<file path="src/rtl/adc_defs.svh">
`ifndef ADC_DEFS_SVH
`define ADC_DEFS_SVH

// register byte offsets on the AXI4-Lite port
`define OFS_SC1 8'h00
`define OFS_SC2 8'h04
`define OFS_RESULT_HIGH 8'h08
`define OFS_RESULT_LOW 8'h0C
`define OFS_CV_HIGH 8'h10
`define OFS_CV_LOW 8'h14
`define OFS_CFG 8'h18
`define OFS_PIN_FIRST 8'h1C
`define OFS_PIN_SECOND 8'h20

// reset values
`define SC1_RESET 8'h1F
`define SC2_RESET 8'h00
`define CFG_RESET 8'h00
`define PIN_RESET 8'h00

// field codes and positions
`define CHANNEL_OFF 5'h1F
`define SRC_BUS 2'h0
`define SRC_BUS_HALF 2'h1
`define SRC_ALT 2'h2
`define SRC_ASYNC 2'h3
`define RES_8BIT 2'h0
`define RES_12BIT 2'h1
`define RES_10BIT 2'h2
`define SC2_ZERO_MASK 8'h0F

// sample phase in half conversion-clock cycles
`define SAMPLE_SHORT_HALF 7
`define SAMPLE_LONG_HALF 47
// bus cycles per tick of the internal asynchronous conversion clock
`define ASYNC_CLOCK_DIV 4

// AXI response codes
`define RESP_OKAY 2'h0
`define RESP_SLVERR 2'h2

`endif

</file>
<file path="src/rtl/adc_pkg.sv">
package adc_pkg;

	typedef enum logic [1:0] {
		st_idle,
		st_sample,
		st_convert
	} conv_state_type;

	typedef struct packed {
		logic low_power_select;
		logic [1:0] clock_divider;
		logic long_sample_select;
		logic [1:0] resolution;
		logic [1:0] input_clock_source;
	} converter_configuration_type;

	typedef struct packed {
		logic completion_flag;
		logic completion_interrupt_enable;
		logic continuous_select;
		logic [4:0] channel_select;
	} status_control_one_type;

	typedef struct packed {
		logic trigger_select;
		logic compare_enable;
		logic compare_greater_select;
	} status_control_two_type;

	typedef struct packed {
		logic sampling;
		logic converting;
		logic [4:0] channel_select;
	} frontend_type;

endpackage

</file>
<file path="src/rtl/adc_lowpower_mode_control.sv">
// The address map and the AXI4-Lite register port were left to the implementer.
`timescale 1ns/1ps
`default_nettype none
`include "adc_defs.svh"

// Overview of operation
// - conversion running at wait entry completes, never aborted
// - in wait, hardware trigger or continuous mode still starts conversions
// - bus, bus halved and async clock all stay usable in wait
// - completion in wait sets completion flag; interrupt when enabled
// - stop without async clock aborts conversion and returns to idle
// - stop3 entry or exit leaves result bytes unchanged
// - after stop3 abort, stay idle until software or hardware trigger
// - with async clock selected, converter keeps running through stop3
// - async clock in stop3: running conversion completes, triggers still start
// - completion in stop3 sets flag and raises wake interrupt when enabled
// - stop2 disables converter; all registers hold reset values afterwards
// - configuration: low power, divider, long sample, resolution, clock source
// - control two: active flag, trigger select, compare enable, greater select
// - control two bits 3:2 read zero; bits 1:0 written zero
// - control one: completion flag, interrupt enable, continuous, channel select
// - channel code 00001 routes analog input 1 to converter
// - compare value pair holds value used when compare enabled
// - pin control bits disable digital I/O on matching analog pins
// - control one write aborts; with software trigger starts new conversion unless channel all ones
// - in 10/12-bit mode, high read without low read blocks new result and flag
// - sample phase 3.5 clock cycles short, 23.5 cycles long; sampling here lasts 4 and 24 conversion-clock ticks
module adc_lowpower_mode_control #(
	parameter int ASYNC_DIV = `ASYNC_CLOCK_DIV
) (
	input wire logic aclk,
	input wire logic aresetn,
	input wire logic [7:0] s_axi_awaddr,
	input wire logic [2:0] s_axi_awprot,
	input wire logic s_axi_awvalid,
	output logic s_axi_awready,
	input wire logic [31:0] s_axi_wdata,
	input wire logic [3:0] s_axi_wstrb,
	input wire logic s_axi_wvalid,
	output logic s_axi_wready,
	output logic [1:0] s_axi_bresp,
	output logic s_axi_bvalid,
	input wire logic s_axi_bready,
	input wire logic [7:0] s_axi_araddr,
	input wire logic [2:0] s_axi_arprot,
	input wire logic s_axi_arvalid,
	output logic s_axi_arready,
	output logic [31:0] s_axi_rdata,
	output logic [1:0] s_axi_rresp,
	output logic s_axi_rvalid,
	input wire logic s_axi_rready,
	input wire logic wait_mode,
	input wire logic stop3_mode,
	input wire logic stop2_mode,
	input wire logic hardware_trigger_input,
	input wire logic alternate_clock_input,
	input wire logic [11:0] conversion_data,
	output var adc_pkg::frontend_type frontend,
	output logic [15:0] analog_pin_disable,
	output logic converter_irq
);
	import adc_pkg::*;

	localparam logic [5:0] SAMPLE_SHORT = 6'((`SAMPLE_SHORT_HALF + 1) / 2 - 1);
	localparam logic [5:0] SAMPLE_LONG = 6'((`SAMPLE_LONG_HALF + 1) / 2 - 1);
	localparam logic [7:0] ASYNC_LIMIT = 8'(ASYNC_DIV - 1);

	logic mod_rst;
	logic aw_held_r, w_held_r, awready_r, wready_r, bvalid_r, arready_r, rvalid_r;
	logic [7:0] awaddr_r;
	logic [7:0] wdata_r;
	logic wstrb0_r;
	logic [1:0] bresp_r, rresp_r;
	logic [31:0] rdata_r;
	logic wr_fire, wr_en, rd_fire, wr_mapped, rd_mapped;
	logic [7:0] rd_word;
	converter_configuration_type cfg_r;
	status_control_one_type sc1_r;
	status_control_two_type sc2_r;
	logic [11:0] cv_r, result_r, hold_r;
	logic [7:0] pin_first_r, pin_second_r;
	logic block_r, active_r, irq_r;
	frontend_type frontend_r;
	conv_state_type state_r, state_nxt;
	logic [5:0] cnt_r, cnt_nxt, sample_len, conv_len;
	logic [7:0] pre_cnt_r, base_limit;
	logic [2:0] div_cnt_r, div_mask;
	logic base_tick, adck_tick;
	logic [2:0] sync_r [2];
	logic [1:0] level_r, edge_in;
	logic sc1_wr, mode_wr, stop_abort, abort, start, complete, complete_ok;
	logic [12:0] cmp_diff;
	logic cond_met, transfer, restart;
	logic [11:0] conv_value;

	// stop2 forces every register outside the AXI channel logic to its reset value
	assign mod_rst = !aresetn || stop2_mode;

	// AXI4-Lite write channel: address and data taken in either order
	assign wr_fire = aw_held_r && w_held_r && !bvalid_r;
	assign wr_en = wr_fire && wstrb0_r && wr_mapped;

	always_ff @(posedge aclk) begin
		if (!aresetn) begin
			aw_held_r <= 1'b0;
			awready_r <= 1'b1;
			awaddr_r <= '0;
		end else if (s_axi_awvalid && awready_r) begin
			aw_held_r <= 1'b1;
			awready_r <= 1'b0;
			awaddr_r <= s_axi_awaddr;
		end else if (wr_fire) begin
			aw_held_r <= 1'b0;
			awready_r <= 1'b1;
		end
	end

	always_ff @(posedge aclk) begin
		if (!aresetn) begin
			w_held_r <= 1'b0;
			wready_r <= 1'b1;
			wdata_r <= '0;
			wstrb0_r <= 1'b0;
		end else if (s_axi_wvalid && wready_r) begin
			w_held_r <= 1'b1;
			wready_r <= 1'b0;
			wdata_r <= s_axi_wdata[7:0];
			wstrb0_r <= s_axi_wstrb[0];
		end else if (wr_fire) begin
			w_held_r <= 1'b0;
			wready_r <= 1'b1;
		end
	end

	always_comb begin
		case (awaddr_r)
			`OFS_SC1, `OFS_SC2, `OFS_RESULT_HIGH, `OFS_RESULT_LOW, `OFS_CV_HIGH,
			`OFS_CV_LOW, `OFS_CFG, `OFS_PIN_FIRST, `OFS_PIN_SECOND: wr_mapped = 1'b1;
			default: wr_mapped = 1'b0;
		endcase
	end

	always_ff @(posedge aclk) begin
		if (!aresetn) begin
			bvalid_r <= 1'b0;
			bresp_r <= `RESP_OKAY;
		end else if (wr_fire) begin
			bvalid_r <= 1'b1;
			bresp_r <= wr_mapped ? `RESP_OKAY : `RESP_SLVERR;
		end else if (s_axi_bready) begin
			bvalid_r <= 1'b0;
		end
	end

	// AXI4-Lite read channel
	assign rd_fire = s_axi_arvalid && arready_r;

	always_comb begin
		rd_mapped = 1'b1;
		case (s_axi_araddr)
			`OFS_SC1: rd_word = sc1_r;
			`OFS_SC2: rd_word = {active_r, sc2_r, 4'h0};
			`OFS_RESULT_HIGH: rd_word = {4'h0, result_r[11:8]};
			`OFS_RESULT_LOW: rd_word = result_r[7:0];
			`OFS_CV_HIGH: rd_word = {4'h0, cv_r[11:8]};
			`OFS_CV_LOW: rd_word = cv_r[7:0];
			`OFS_CFG: rd_word = cfg_r;
			`OFS_PIN_FIRST: rd_word = pin_first_r;
			`OFS_PIN_SECOND: rd_word = pin_second_r;
			default: begin
				rd_word = 8'h00;
				rd_mapped = 1'b0;
			end
		endcase
	end

	always_ff @(posedge aclk) begin
		if (!aresetn) begin
			arready_r <= 1'b1;
			rvalid_r <= 1'b0;
			rdata_r <= '0;
			rresp_r <= `RESP_OKAY;
		end else if (rd_fire) begin
			arready_r <= 1'b0;
			rvalid_r <= 1'b1;
			rdata_r <= {24'h000000, rd_word};
			rresp_r <= rd_mapped ? `RESP_OKAY : `RESP_SLVERR;
		end else if (s_axi_rready && rvalid_r) begin
			arready_r <= 1'b1;
			rvalid_r <= 1'b0;
		end
	end

	// pin inputs: three flops, a change counts once the last two agree
	for (genvar i = 0; i < 2; i++) begin : g_sync
		always_ff @(posedge aclk) begin
			if (mod_rst) begin
				sync_r[i] <= 3'h0;
				level_r[i] <= 1'b0;
			end else begin
				sync_r[i] <= {sync_r[i][1:0], i == 0 ? hardware_trigger_input :
					alternate_clock_input};
				if (sync_r[i][1] == sync_r[i][2]) begin
					level_r[i] <= sync_r[i][2];
				end
			end
		end
		assign edge_in[i] = (sync_r[i][1] == sync_r[i][2]) && sync_r[i][2] && !level_r[i];
	end

	// conversion clock: source tick, then power-of-two divider
	always_comb begin
		case (cfg_r.input_clock_source)
			`SRC_BUS: base_limit = 8'h00;
			`SRC_BUS_HALF: base_limit = 8'h01;
			default: base_limit = ASYNC_LIMIT;
		endcase
		base_tick = (cfg_r.input_clock_source == `SRC_ALT) ? edge_in[1] :
			(pre_cnt_r >= base_limit);
		case (cfg_r.clock_divider)
			2'h0: div_mask = 3'h0;
			2'h1: div_mask = 3'h1;
			2'h2: div_mask = 3'h3;
			default: div_mask = 3'h7;
		endcase
		adck_tick = base_tick && ((div_cnt_r & div_mask) == div_mask);
	end

	always_ff @(posedge aclk) begin
		if (mod_rst) begin
			pre_cnt_r <= 8'h00;
			div_cnt_r <= 3'h0;
		end else begin
			pre_cnt_r <= base_tick ? 8'h00 : pre_cnt_r + 8'h01;
			if (base_tick) begin
				div_cnt_r <= div_cnt_r + 3'h1;
			end
		end
	end

	// conversion sequencing
	assign sc1_wr = wr_en && awaddr_r == `OFS_SC1;
	assign mode_wr = wr_en && (awaddr_r == `OFS_SC2 || awaddr_r == `OFS_CFG ||
		awaddr_r == `OFS_CV_HIGH || awaddr_r == `OFS_CV_LOW);
	assign stop_abort = stop3_mode && cfg_r.input_clock_source != `SRC_ASYNC;
	assign abort = sc1_wr || mode_wr || stop_abort;
	// after a stop abort only a new trigger restarts the converter
	// trigger edge only starts an idle converter, never cuts a conversion short
	assign start = !stop_abort && ((sc1_wr && wdata_r[4:0] != `CHANNEL_OFF &&
		!sc2_r.trigger_select) || (!abort && state_r == st_idle && edge_in[0] &&
		sc2_r.trigger_select && sc1_r.channel_select != `CHANNEL_OFF));
	assign sample_len = cfg_r.long_sample_select ? SAMPLE_LONG : SAMPLE_SHORT;

	always_comb begin
		case (cfg_r.resolution)
			`RES_12BIT: begin
				conv_len = 6'h0B;
				conv_value = hold_r;
			end
			`RES_10BIT: begin
				conv_len = 6'h09;
				conv_value = {2'h0, hold_r[11:2]};
			end
			default: begin
				conv_len = 6'h07;
				conv_value = {4'h0, hold_r[11:4]};
			end
		endcase
	end

	assign cmp_diff = {1'b0, conv_value} - {1'b0, cv_r};
	assign cond_met = !sc2_r.compare_enable ||
		(sc2_r.compare_greater_select ? !cmp_diff[12] : cmp_diff[12]);
	assign complete_ok = complete && !abort;
	assign transfer = complete_ok && cond_met && !block_r;
	// a blocked result retriggers unless a single compare failed
	assign restart = sc1_r.continuous_select || (block_r && cond_met);

	always_comb begin
		state_nxt = state_r;
		cnt_nxt = cnt_r;
		complete = 1'b0;
		case (state_r)
			st_idle: begin
			end
			st_sample: begin
				if (adck_tick) begin
					if (cnt_r == 6'h00) begin
						state_nxt = st_convert;
						cnt_nxt = conv_len;
					end else begin
						cnt_nxt = cnt_r - 6'h01;
					end
				end
			end
			st_convert: begin
				if (adck_tick) begin
					if (cnt_r == 6'h00) begin
						complete = 1'b1;
						state_nxt = st_idle;
					end else begin
						cnt_nxt = cnt_r - 6'h01;
					end
				end
			end
			default: state_nxt = st_idle;
		endcase
		if (abort) begin
			state_nxt = st_idle;
		end
		if (start || (complete_ok && restart && !stop_abort)) begin
			state_nxt = st_sample;
			cnt_nxt = sample_len;
		end
	end

	always_ff @(posedge aclk) begin
		if (mod_rst) begin
			state_r <= st_idle;
			cnt_r <= 6'h00;
			active_r <= 1'b0;
			hold_r <= 12'h000;
		end else begin
			state_r <= state_nxt;
			cnt_r <= cnt_nxt;
			active_r <= state_nxt != st_idle;
			if (state_r == st_sample && state_nxt == st_convert) begin
				hold_r <= conversion_data;
			end
		end
	end

	// result pair changes only on a successful transfer
	always_ff @(posedge aclk) begin
		if (mod_rst) begin
			result_r <= 12'h000;
		end else if (transfer) begin
			result_r <= sc2_r.compare_enable ? cmp_diff[11:0] : conv_value;
		end
	end

	// in 10- or 12-bit mode a high read guards the pair until the low byte is read
	always_ff @(posedge aclk) begin
		if (mod_rst) begin
			block_r <= 1'b0;
		end else if (rd_fire && s_axi_araddr == `OFS_RESULT_HIGH &&
			cfg_r.resolution != `RES_8BIT) begin
			block_r <= 1'b1;
		end else if (rd_fire && s_axi_araddr == `OFS_RESULT_LOW) begin
			block_r <= 1'b0;
		end
	end

	// software registers
	always_ff @(posedge aclk) begin
		if (mod_rst) begin
			sc1_r <= `SC1_RESET;
			sc2_r <= status_control_two_type'(`SC2_RESET >> 4);
			cfg_r <= `CFG_RESET;
			cv_r <= 12'h000;
			pin_first_r <= `PIN_RESET;
			pin_second_r <= `PIN_RESET;
		end else begin
			// set wins over clear
			if (transfer) begin
				sc1_r.completion_flag <= 1'b1;
			end else if (sc1_wr || (rd_fire && s_axi_araddr == `OFS_RESULT_LOW)) begin
				sc1_r.completion_flag <= 1'b0;
			end
			if (sc1_wr) begin
				sc1_r.completion_interrupt_enable <= wdata_r[6];
				sc1_r.continuous_select <= wdata_r[5];
				sc1_r.channel_select <= wdata_r[4:0];
			end
			if (wr_en && awaddr_r == `OFS_SC2) begin
				sc2_r <= wdata_r[6:4];
			end
			if (wr_en && awaddr_r == `OFS_CFG) begin
				cfg_r <= converter_configuration_type'(wdata_r);
			end
			if (wr_en && awaddr_r == `OFS_CV_HIGH) begin
				cv_r[11:8] <= wdata_r[3:0];
			end
			if (wr_en && awaddr_r == `OFS_CV_LOW) begin
				cv_r[7:0] <= wdata_r;
			end
			if (wr_en && awaddr_r == `OFS_PIN_FIRST) begin
				pin_first_r <= wdata_r;
			end
			if (wr_en && awaddr_r == `OFS_PIN_SECOND) begin
				pin_second_r <= wdata_r;
			end
		end
	end

	// outputs toward the pins, analog front end and interrupt controller
	always_ff @(posedge aclk) begin
		if (mod_rst) begin
			irq_r <= 1'b0;
			frontend_r <= '0;
		end else begin
			irq_r <= sc1_r.completion_flag && sc1_r.completion_interrupt_enable;
			frontend_r.sampling <= state_nxt == st_sample;
			frontend_r.converting <= state_nxt == st_convert;
			frontend_r.channel_select <= sc1_r.channel_select;
		end
	end

	assign s_axi_awready = awready_r;
	assign s_axi_wready = wready_r;
	assign s_axi_bvalid = bvalid_r;
	assign s_axi_bresp = bresp_r;
	assign s_axi_arready = arready_r;
	assign s_axi_rvalid = rvalid_r;
	assign s_axi_rdata = rdata_r;
	assign s_axi_rresp = rresp_r;
	assign frontend = frontend_r;
	assign analog_pin_disable = {pin_second_r, pin_first_r};
	assign converter_irq = irq_r;
endmodule
`default_nettype wire

</file>
<file path="config.mk">
export PLATFORM = sky130hd
export DESIGN_NAME = adc_lowpower_mode_control
export DESIGN_NICKNAME = d
export VERILOG_FILES = /design/src/rtl/adc_pkg.sv /design/src/rtl/adc_lowpower_mode_control.sv
export VERILOG_INCLUDE_DIRS = /design/src /design/src/rtl
export SDC_FILE = /design/constraint.sdc
export NUM_CORES = 1
export LEC_CHECK = 0
export ABC_AREA = 1
export BUFFER_PORTS_ARGS = -buffer_cell sky130_fd_sc_hd__buf_2
export CAP_MARGIN = 30
export CORE_UTILIZATION = 30
export CTS_BUF_LIST = sky130_fd_sc_hd__clkbuf_2 sky130_fd_sc_hd__clkbuf_4 sky130_fd_sc_hd__clkbuf_8
export DETAILED_ROUTE_END_ITERATION = 10
export GPL_TIMING_DRIVEN = 0
export PLACE_DENSITY = 0.5
export SLEW_MARGIN = 15
export SYNTH_ARGS = -nofsm -noshare
export SYNTH_HDL_FRONTEND = slang
export SYNTH_SLANG_ARGS = --single-unit
</file>
<file path="constraint.sdc">
create_clock -name aclk -period 2.9 [get_ports aclk]
set_input_delay 0 -clock aclk [delete_from_list [all_inputs] [get_ports aclk]]
set_output_delay 0 -clock aclk [all_outputs]
set_load 0.02 [all_outputs]
</file>
After elaboration in Yosys (flattened, before gate mapping)
Memories as Yosys holds them, arrays and structs flattened.
Index checks and enable logic that the tools add are counted.
{ "classes": {"magnitude_cmp": 1, "n_eq_ne": 35, "mux": 50, "n_mul": 0, "n_addsub": 4, "shift": 0, "reduce_logical": 80, "n_div": 0, "bitwise": 3} }
{ "op_table": {"columns": ["op", "count"], "rows": [
  ["one-hot mux 8 bit (9 select lines)", 1],
  ["equality test 8 x 5 -> 1 bit (second input constant)", 8],
  ["logical AND 1 bit", 40],
  ["equality test 8 x 4 -> 1 bit (second input constant)", 4],
  ["two-way mux 6 bit", 5],
  ["two-way mux 1 bit", 26],
  ["one-hot mux 12 bit (2 select lines)", 1],
  ["OR reduction 9 bit", 2],
  ["equality test 8 x 3 -> 1 bit (second input constant)", 2],
  ["equality test 8 x 6 -> 1 bit (second input constant)", 2],
  ["logical NOT 8 bit", 2],
  ["two-way mux 2 bit", 8],
  ["nonzero test 2 bit", 8],
  ["subtractor 12 x 12 -> 13 bit", 1],
  ["two-way mux 12 bit", 1],
  ["one-hot mux 6 bit (2 select lines)", 1],
  ["logical OR 1 bit", 11],
  ["equality test 2 x 1 -> 1 bit (second input constant)", 5],
  ["equality test 2 bit (second input constant)", 5],
  ["logical NOT 1 bit", 10],
  ["!= test 5 bit (second input constant)", 2],
  ["!= test 3 bit (second input constant)", 3],
  ["one-hot mux 3 bit (3 select lines)", 1],
  ["adder 8 x 1 -> 8 bit (second input constant)", 1],
  ["other kinds (18)", 23]
]} }
{ "word_totals": {"latchBits": 0, "memories": 1, "mem_bits_rw": 6, "regBits": 138, "rom_bits": 0, "elab_cells": 217} }
{ "mem_list": {"columns": ["memory", "words", "width", "rd", "rd_clocked_by_memory_dff", "wr", "line", "rtl"], "rows": [
  ["sync_r", 2, 3, 2, 0, 2, "adc_lowpower_mode_control.sv:89", "logic [2:0] sync_r [2];"]
]} }

Logic depth before layout (Yosys ltp)
{ "depth": {"depth_word": 18, "ltp_mapped": 24, "ltp_nobuf": 23} }

Least setup slack after synthesis
No wires, ideal clock.
{ "synth_path": {"path_kind": "reg-to-reg", "startpoint": "register cfg_r[2] in the netlist's numbering", "endpoint": "register active_r", "path_stages_with_launch": 24, "slack_ns": -0.276, "t_required_ns": 2.777, "period_less_slack_ns": 3.176, "arrival_time_ns": 3.053, "path_buffers": 1, "cell_sequence": "dfxtp_1 inv_1 ha_1 buf_2 clkinv_1 a221o_1 o21ai_0 ha_1 inv_1 fa_1 nand3_1 nand3_1 nand3_1 nand3_1 nand2_1 nand3_1 nand2_1 nand2_1 nand2_1 nand2_1 inv_2 nand2_1 nand2_1 o21ai_2"} }
{ "synth_via": {"elab_chain_cells": 13, "elab_cells_between_ends": 14, "cone_classes": "1 x add/sub; 2 x eq/ne; 3 x mux; 8 x reduce/logical"} }
{ "synth_lines": {"columns": ["item", "line", "rtl"], "rows": [
  ["from (decl)", "adc_lowpower_mode_control.sv:77", "converter_configuration_type cfg_r;"],
  ["from (signal assigned)", "adc_lowpower_mode_control.sv:359", "cfg_r <= `CFG_RESET;"],
  ["from (signal assigned)", "adc_lowpower_mode_control.sv:379", "cfg_r <= converter_configuration_type'(wdata_r);"],
  ["equality test 2 bit or equality test 2 x 1 -> 1 bit (tied branches)", "adc_lowpower_mode_control.sv:255", "case (cfg_r.resolution)"],
  ["one-hot mux 12 bit (2 select lines) *", "adc_lowpower_mode_control.sv:255", null],
  ["subtractor 12 x 12 -> 13 bit *", "adc_lowpower_mode_control.sv:271", "assign cmp_diff = {1'b0, conv_value} - {1'b0, cv_r};"],
  ["logical NOT 1 bit", "adc_lowpower_mode_control.sv:273", "(sc2_r.compare_greater_select ? !cmp_diff[12] : cmp_diff[12]);"],
  ["two-way mux 1 bit *", "adc_lowpower_mode_control.sv:273", null],
  ["logical OR 1 bit *", "adc_lowpower_mode_control.sv:272", "assign cond_met = !sc2_r.compare_enable ||"],
  ["logical AND 1 bit *", "adc_lowpower_mode_control.sv:277", "assign restart = sc1_r.continuous_select || (block_r && cond_met);"],
  ["logical OR 1 bit *", "adc_lowpower_mode_control.sv:277", null],
  ["logical AND 1 bit * (2 in a row)", "adc_lowpower_mode_control.sv:311", "if (start || (complete_ok && restart && !stop_abort)) begin"],
  ["logical OR 1 bit *", "adc_lowpower_mode_control.sv:311", null],
  ["two-way mux 2 bit *", "adc_lowpower_mode_control.sv:311", null],
  ["nonzero test 2 bit *", "adc_lowpower_mode_control.sv:326", "active_r <= state_nxt != st_idle;"],
  ["to (signal assigned)", "adc_lowpower_mode_control.sv:326", null],
  ["to (decl)", "adc_lowpower_mode_control.sv:82", "logic block_r, active_r, irq_r;"]
]} }
Every way passes the cells marked *; elsewhere a longest branch is shown, timed or not.
A chain may end at the register's enable or synchronous reset.

Worst setup path in the final report
{ "layout_path": {"startpoint": "register cfg_r[3] in the netlist's numbering", "endpoint": "register result_r[10]"} }
{ "layout_via": {"elab_chain_cells": 8, "elab_cells_between_ends": 10, "cone_classes": "1 x add/sub; 2 x eq/ne; 3 x mux; 4 x reduce/logical"} }
{ "layout_lines": {"columns": ["item", "line", "rtl"], "rows": [
  ["equality test 2 bit or equality test 2 x 1 -> 1 bit (tied branches)", "adc_lowpower_mode_control.sv:255", null],
  ["one-hot mux 12 bit (2 select lines) *", "adc_lowpower_mode_control.sv:255", null],
  ["subtractor 12 x 12 -> 13 bit", "adc_lowpower_mode_control.sv:271", null],
  ["logical NOT 1 bit", "adc_lowpower_mode_control.sv:273", null],
  ["two-way mux 1 bit", "adc_lowpower_mode_control.sv:273", null],
  ["logical OR 1 bit", "adc_lowpower_mode_control.sv:272", null],
  ["logical AND 1 bit (2 in a row)", "adc_lowpower_mode_control.sv:275", "assign transfer = complete_ok && cond_met && !block_r;"],
  ["to (signal assigned)", "adc_lowpower_mode_control.sv:338", "result_r <= sc2_r.compare_enable ? cmp_diff[11:0] : conv_value;"],
  ["to (decl)", "adc_lowpower_mode_control.sv:80", "logic [11:0] cv_r, result_r, hold_r;"]
]} }
Marked as above.

==> qor.csv <==
stage,metric,value,unit
yosys,avgSynthCellArea,7.36,um^2
placement,gp_congestion,0.867,
setup_path,cp.required,3.31,ns
yosys,ys_warn_count,0,
placement,dp_cells,1415,
timing,slew_violations,0,
setup_path,path_cells,buf_4 > ha_4 > clkbuf_8 > a221o_1 > o21ai_0 > inv_1 > fa_2 > nand3_2 > nand3_4 > a21oi_1 > o21ai_0 > xor2_1 > o21ai_0 > o21ai_1 > a21oi_1,
grt,track_usage,0.180,
status,violations,negative setup slack,
yosys,syn_area,7250,um^2
die,floorplan.die_area,24800,um^2
yosys,synthTopCellsByCount,"dfxtp_1, nand2_1, nor2_1, inv_1, a21oi_1",
yosys,synth_cell_types,49,
grt,grt_max_degree,18,
timing,worstMarginPinSlew,0.892,ns
timing,slew_headroom,0.403,
die,ios,147,
yosys,synthTopCellsByArea,"dfxtp_1, nand2_1, nor2_1",
setup_path,cp_top_family,compound AO/OA/AOI/OAI gates,
detailed_routing,avgViaCountPerCell,4.64,
clocking,cts_tree,yes,
clocking,clkSlewWorstSetupHoldPaths,0.10,ns
clocking,clockBufferDepth,2,
die,coreArea,23600,um^2
placement,dp_hpwl,16.2,mm
yosys,seq_area_frac_synth,0.392,
yosys,synth-edff-count,0,
yosys,ys.flop_type,dfxtp_1,
yosys,synth_area_leader_cell,dfxtp_1,
placement,io_buffers,86,
setup_path,crit_fanout,10,
detailed_routing,dr.pass1.iters,5,
timing,fin_worst_skew,0.0186,ns
die,die_w,158,um
power,power_density,437,nW/um^2
timing,rsz0062_at_grt,yes,
timing,holdWs,0.00574,ns
cells_and_area,nFillCells,2503,
setup_path,cpPeakStageDelay,0.39,ns
timing,finalWorstSetupSlack,-0.127,ns
setup_path,cp_common_cell,o21ai_0,
setup_path,cpMaxStageDelayCell,fa_2,
die,rows,56,
yosys,synth_seq_cells,142,
setup_path,crit_arrival,3.43,ns
cells_and_area,stdcell_count,1499,
cells_and_area,finish.utilization,0.396,
worst_hold_path,hp-class,in -> reg,
timing,setup_viol,19,
setup_path,crit_type,reg -> reg,
power,ir_drop,267,uV
timing,hold_violations,0,
clocking,clock_latency,0.47,ns
timing,fmax,330,MHz
detailed_routing,antenna_left,0,
cells_and_area,drive_gt1_frac,0.216,
detailed_routing,routed_wl,21.5,mm
clocking,cts_buffers,17,
power,p_leak,4.12,nW
die,die_h,158,um
timing,min_period,3.03,ns
cells_and_area,diodes,0,
clocking,cts_sinks,142,
status,status,"complete, but fails checks",
detailed_routing,wire_per_inst,14.3,um
setup_path,worst_setup_path_end_kind,register,
run,cap_viol_max_count,0,
grt,grt_pass1_wl,33.9,mm
yosys,synth_top_area_frac,0.392,
detailed_routing,drcViolationCount,0,
cells_and_area,syn2layout_area_growth,28.9,%
die,start_util,0.307,
setup_path,start_kind,register,
clocking,htreeDepth,4,
grt,grt_overflow,0,
setup_path,cp_num_buf_inv,3,
detailed_routing,via_count,6951,
cells_and_area,final_nets,1272,
timing,fin_crit_sh,1.04,
yosys,syn-instance-count,985,
grt,antenna_found_initial,0,
clocking,cts_root_buffer,clkbuf_8,
detailed_routing,dr.first_iter.drc_count,416,
grt,grt_pass1_vias,6441,
yosys,synth_most_common_cell,dfxtp_1,
yosys,synthArstFlopShare,0,
## worst reg2reg max path, stage by stage, from the launching register on
cell and delay [ns]:
dfxtp_2 0.35, buf_4 0.14, ha_4 0.16, clkbuf_8 0.16, a221o_1 0.34, o21ai_0 0.13
inv_1 0.14, fa_2 0.39, nand3_2 0.09, nand3_4 0.09, a21oi_1 0.24, o21ai_0 0.14
xor2_1 0.15, o21ai_0 0.23, o21ai_1 0.11, a21oi_1 0.12
## logic make-up after synthesis
kind of cell | synth area share
compound gates | 0.206
other cells | 0.000517
buf+inv | 0.122
xor+xnor | 0.0157
fa+ha+maj | 0.0407
simple gates | 0.223
flops | 0.392
## power by group
group	leakage, nW	internal [W]	switching (W)
clock network	0.214	0.000740	0.000953
logic	2.75	0.000149	0.000222
registers	1.15	0.00198	0.0000384
total	4.12	0.00287	0.00121
## metrics by stage
stage	power (W)	area, um^2	setup slack (ns)	setup TNS, ns
5_1_grt	0.00427	9350	-0.334	-4.65
4_1_cts	0.00414	9250	-0.154	-1.41
2_1_floorplan	0.00228	7380	0.0111	0
6_report	0.00409	9350	-0.127	-1.23
3_5_place_dp	0.00239	8210	-0.584	-9.70
3_3_place_gp	0.00239	8210	-0.545	-8.96
## worst paths after layout
path / cells after the start / startpoint / end / slack [ns]
worst min-delay path: 4 / s_axi_awvalid / awaddr_r[5]$_SDFFE_PN0P_ / 0.006
worst max-delay path: 15 / cfg_r[3]$_SDFFE_PP0P_ / result_r[10]$_SDFFE_PP0P_ / -0.13
worst min register to register: 2 / sync_r[1][0]$_SDFF_PP0_ / sync_r[1][1]$_SDFF_PP0_ / 0.41
worst max register to register: 15 / cfg_r[3]$_SDFFE_PP0P_ / result_r[10]$_SDFFE_PP0P_ / -0.13
## layout by cell type, fill, tap and decap left out, types with 22 or more instances in the layout
cell and count:
conb_1 26, nand2_1 133, o21ai_0 64, nand3_1 31
dfxtp_1 140, o21ai_1 22, inv_1 124, buf_2 89
buf_4 35, a21oi_1 75, nor2_1 131, dlygate4sd3_1 42
## repair_timing
action,in CTS,in global routing
endpoints found under the hold margin,39,0
gates resized for setup,36,21
setup endpoints to repair,22,22
cloned,1,0
hold buffers,42,0
pin swaps,9,7
setup buffers,9,1
## state kept, by name, indices dropped and copies added, names as in the netlist, 2 cells and up
| signal | count |
|---|---|
| cfg_r | 8 |
| result_r | 12 |
| pre_cnt_r | 8 |
| cnt_r | 6 |
| hold_r | 12 |
| frontend | 7 |
| sc1_r | 8 |
| pin_second_r | 8 |
| div_cnt_r | 3 |
| wdata_r | 8 |
| state_r | 2 |
| sc2_r | 3 |
| s_axi_rdata | 8 |
| cv_r | 12 |
| pin_first_r | 8 |
| sync_r | 6 |
| awaddr_r | 8 |
| level_r | 2 |
## routing by layer
layer,track usage,part of all wire,up-vias
met3,0.0347,0.055,19
met2,0.289,0.46,202
met1,0.242,0.47,3147
li1,-,-,3583
met5,0,0,-
met4,0.0522,0.014,0
## layout make-up
type | instances | area [um^2] | share of cell area
Timing Repair Buffer | 138 | 930 | 0.0994
Inverter | 142 | 556 | 0.0594
Multi-Input combinational cell | 670 | 3830 | 0.410
Clock buffer | 17 | 234 | 0.0250
Tap cell | 319 | 399 | 0.0427
Timing Repair inverter | 1 | 5.00 | 0.000535
Clock inverter | 15 | 185 | 0.0198
Buffer | 55 | 365 | 0.0391
Sequential cell | 142 | 2850 | 0.304
No activity file was read; power rests on OpenSTA's default activity.
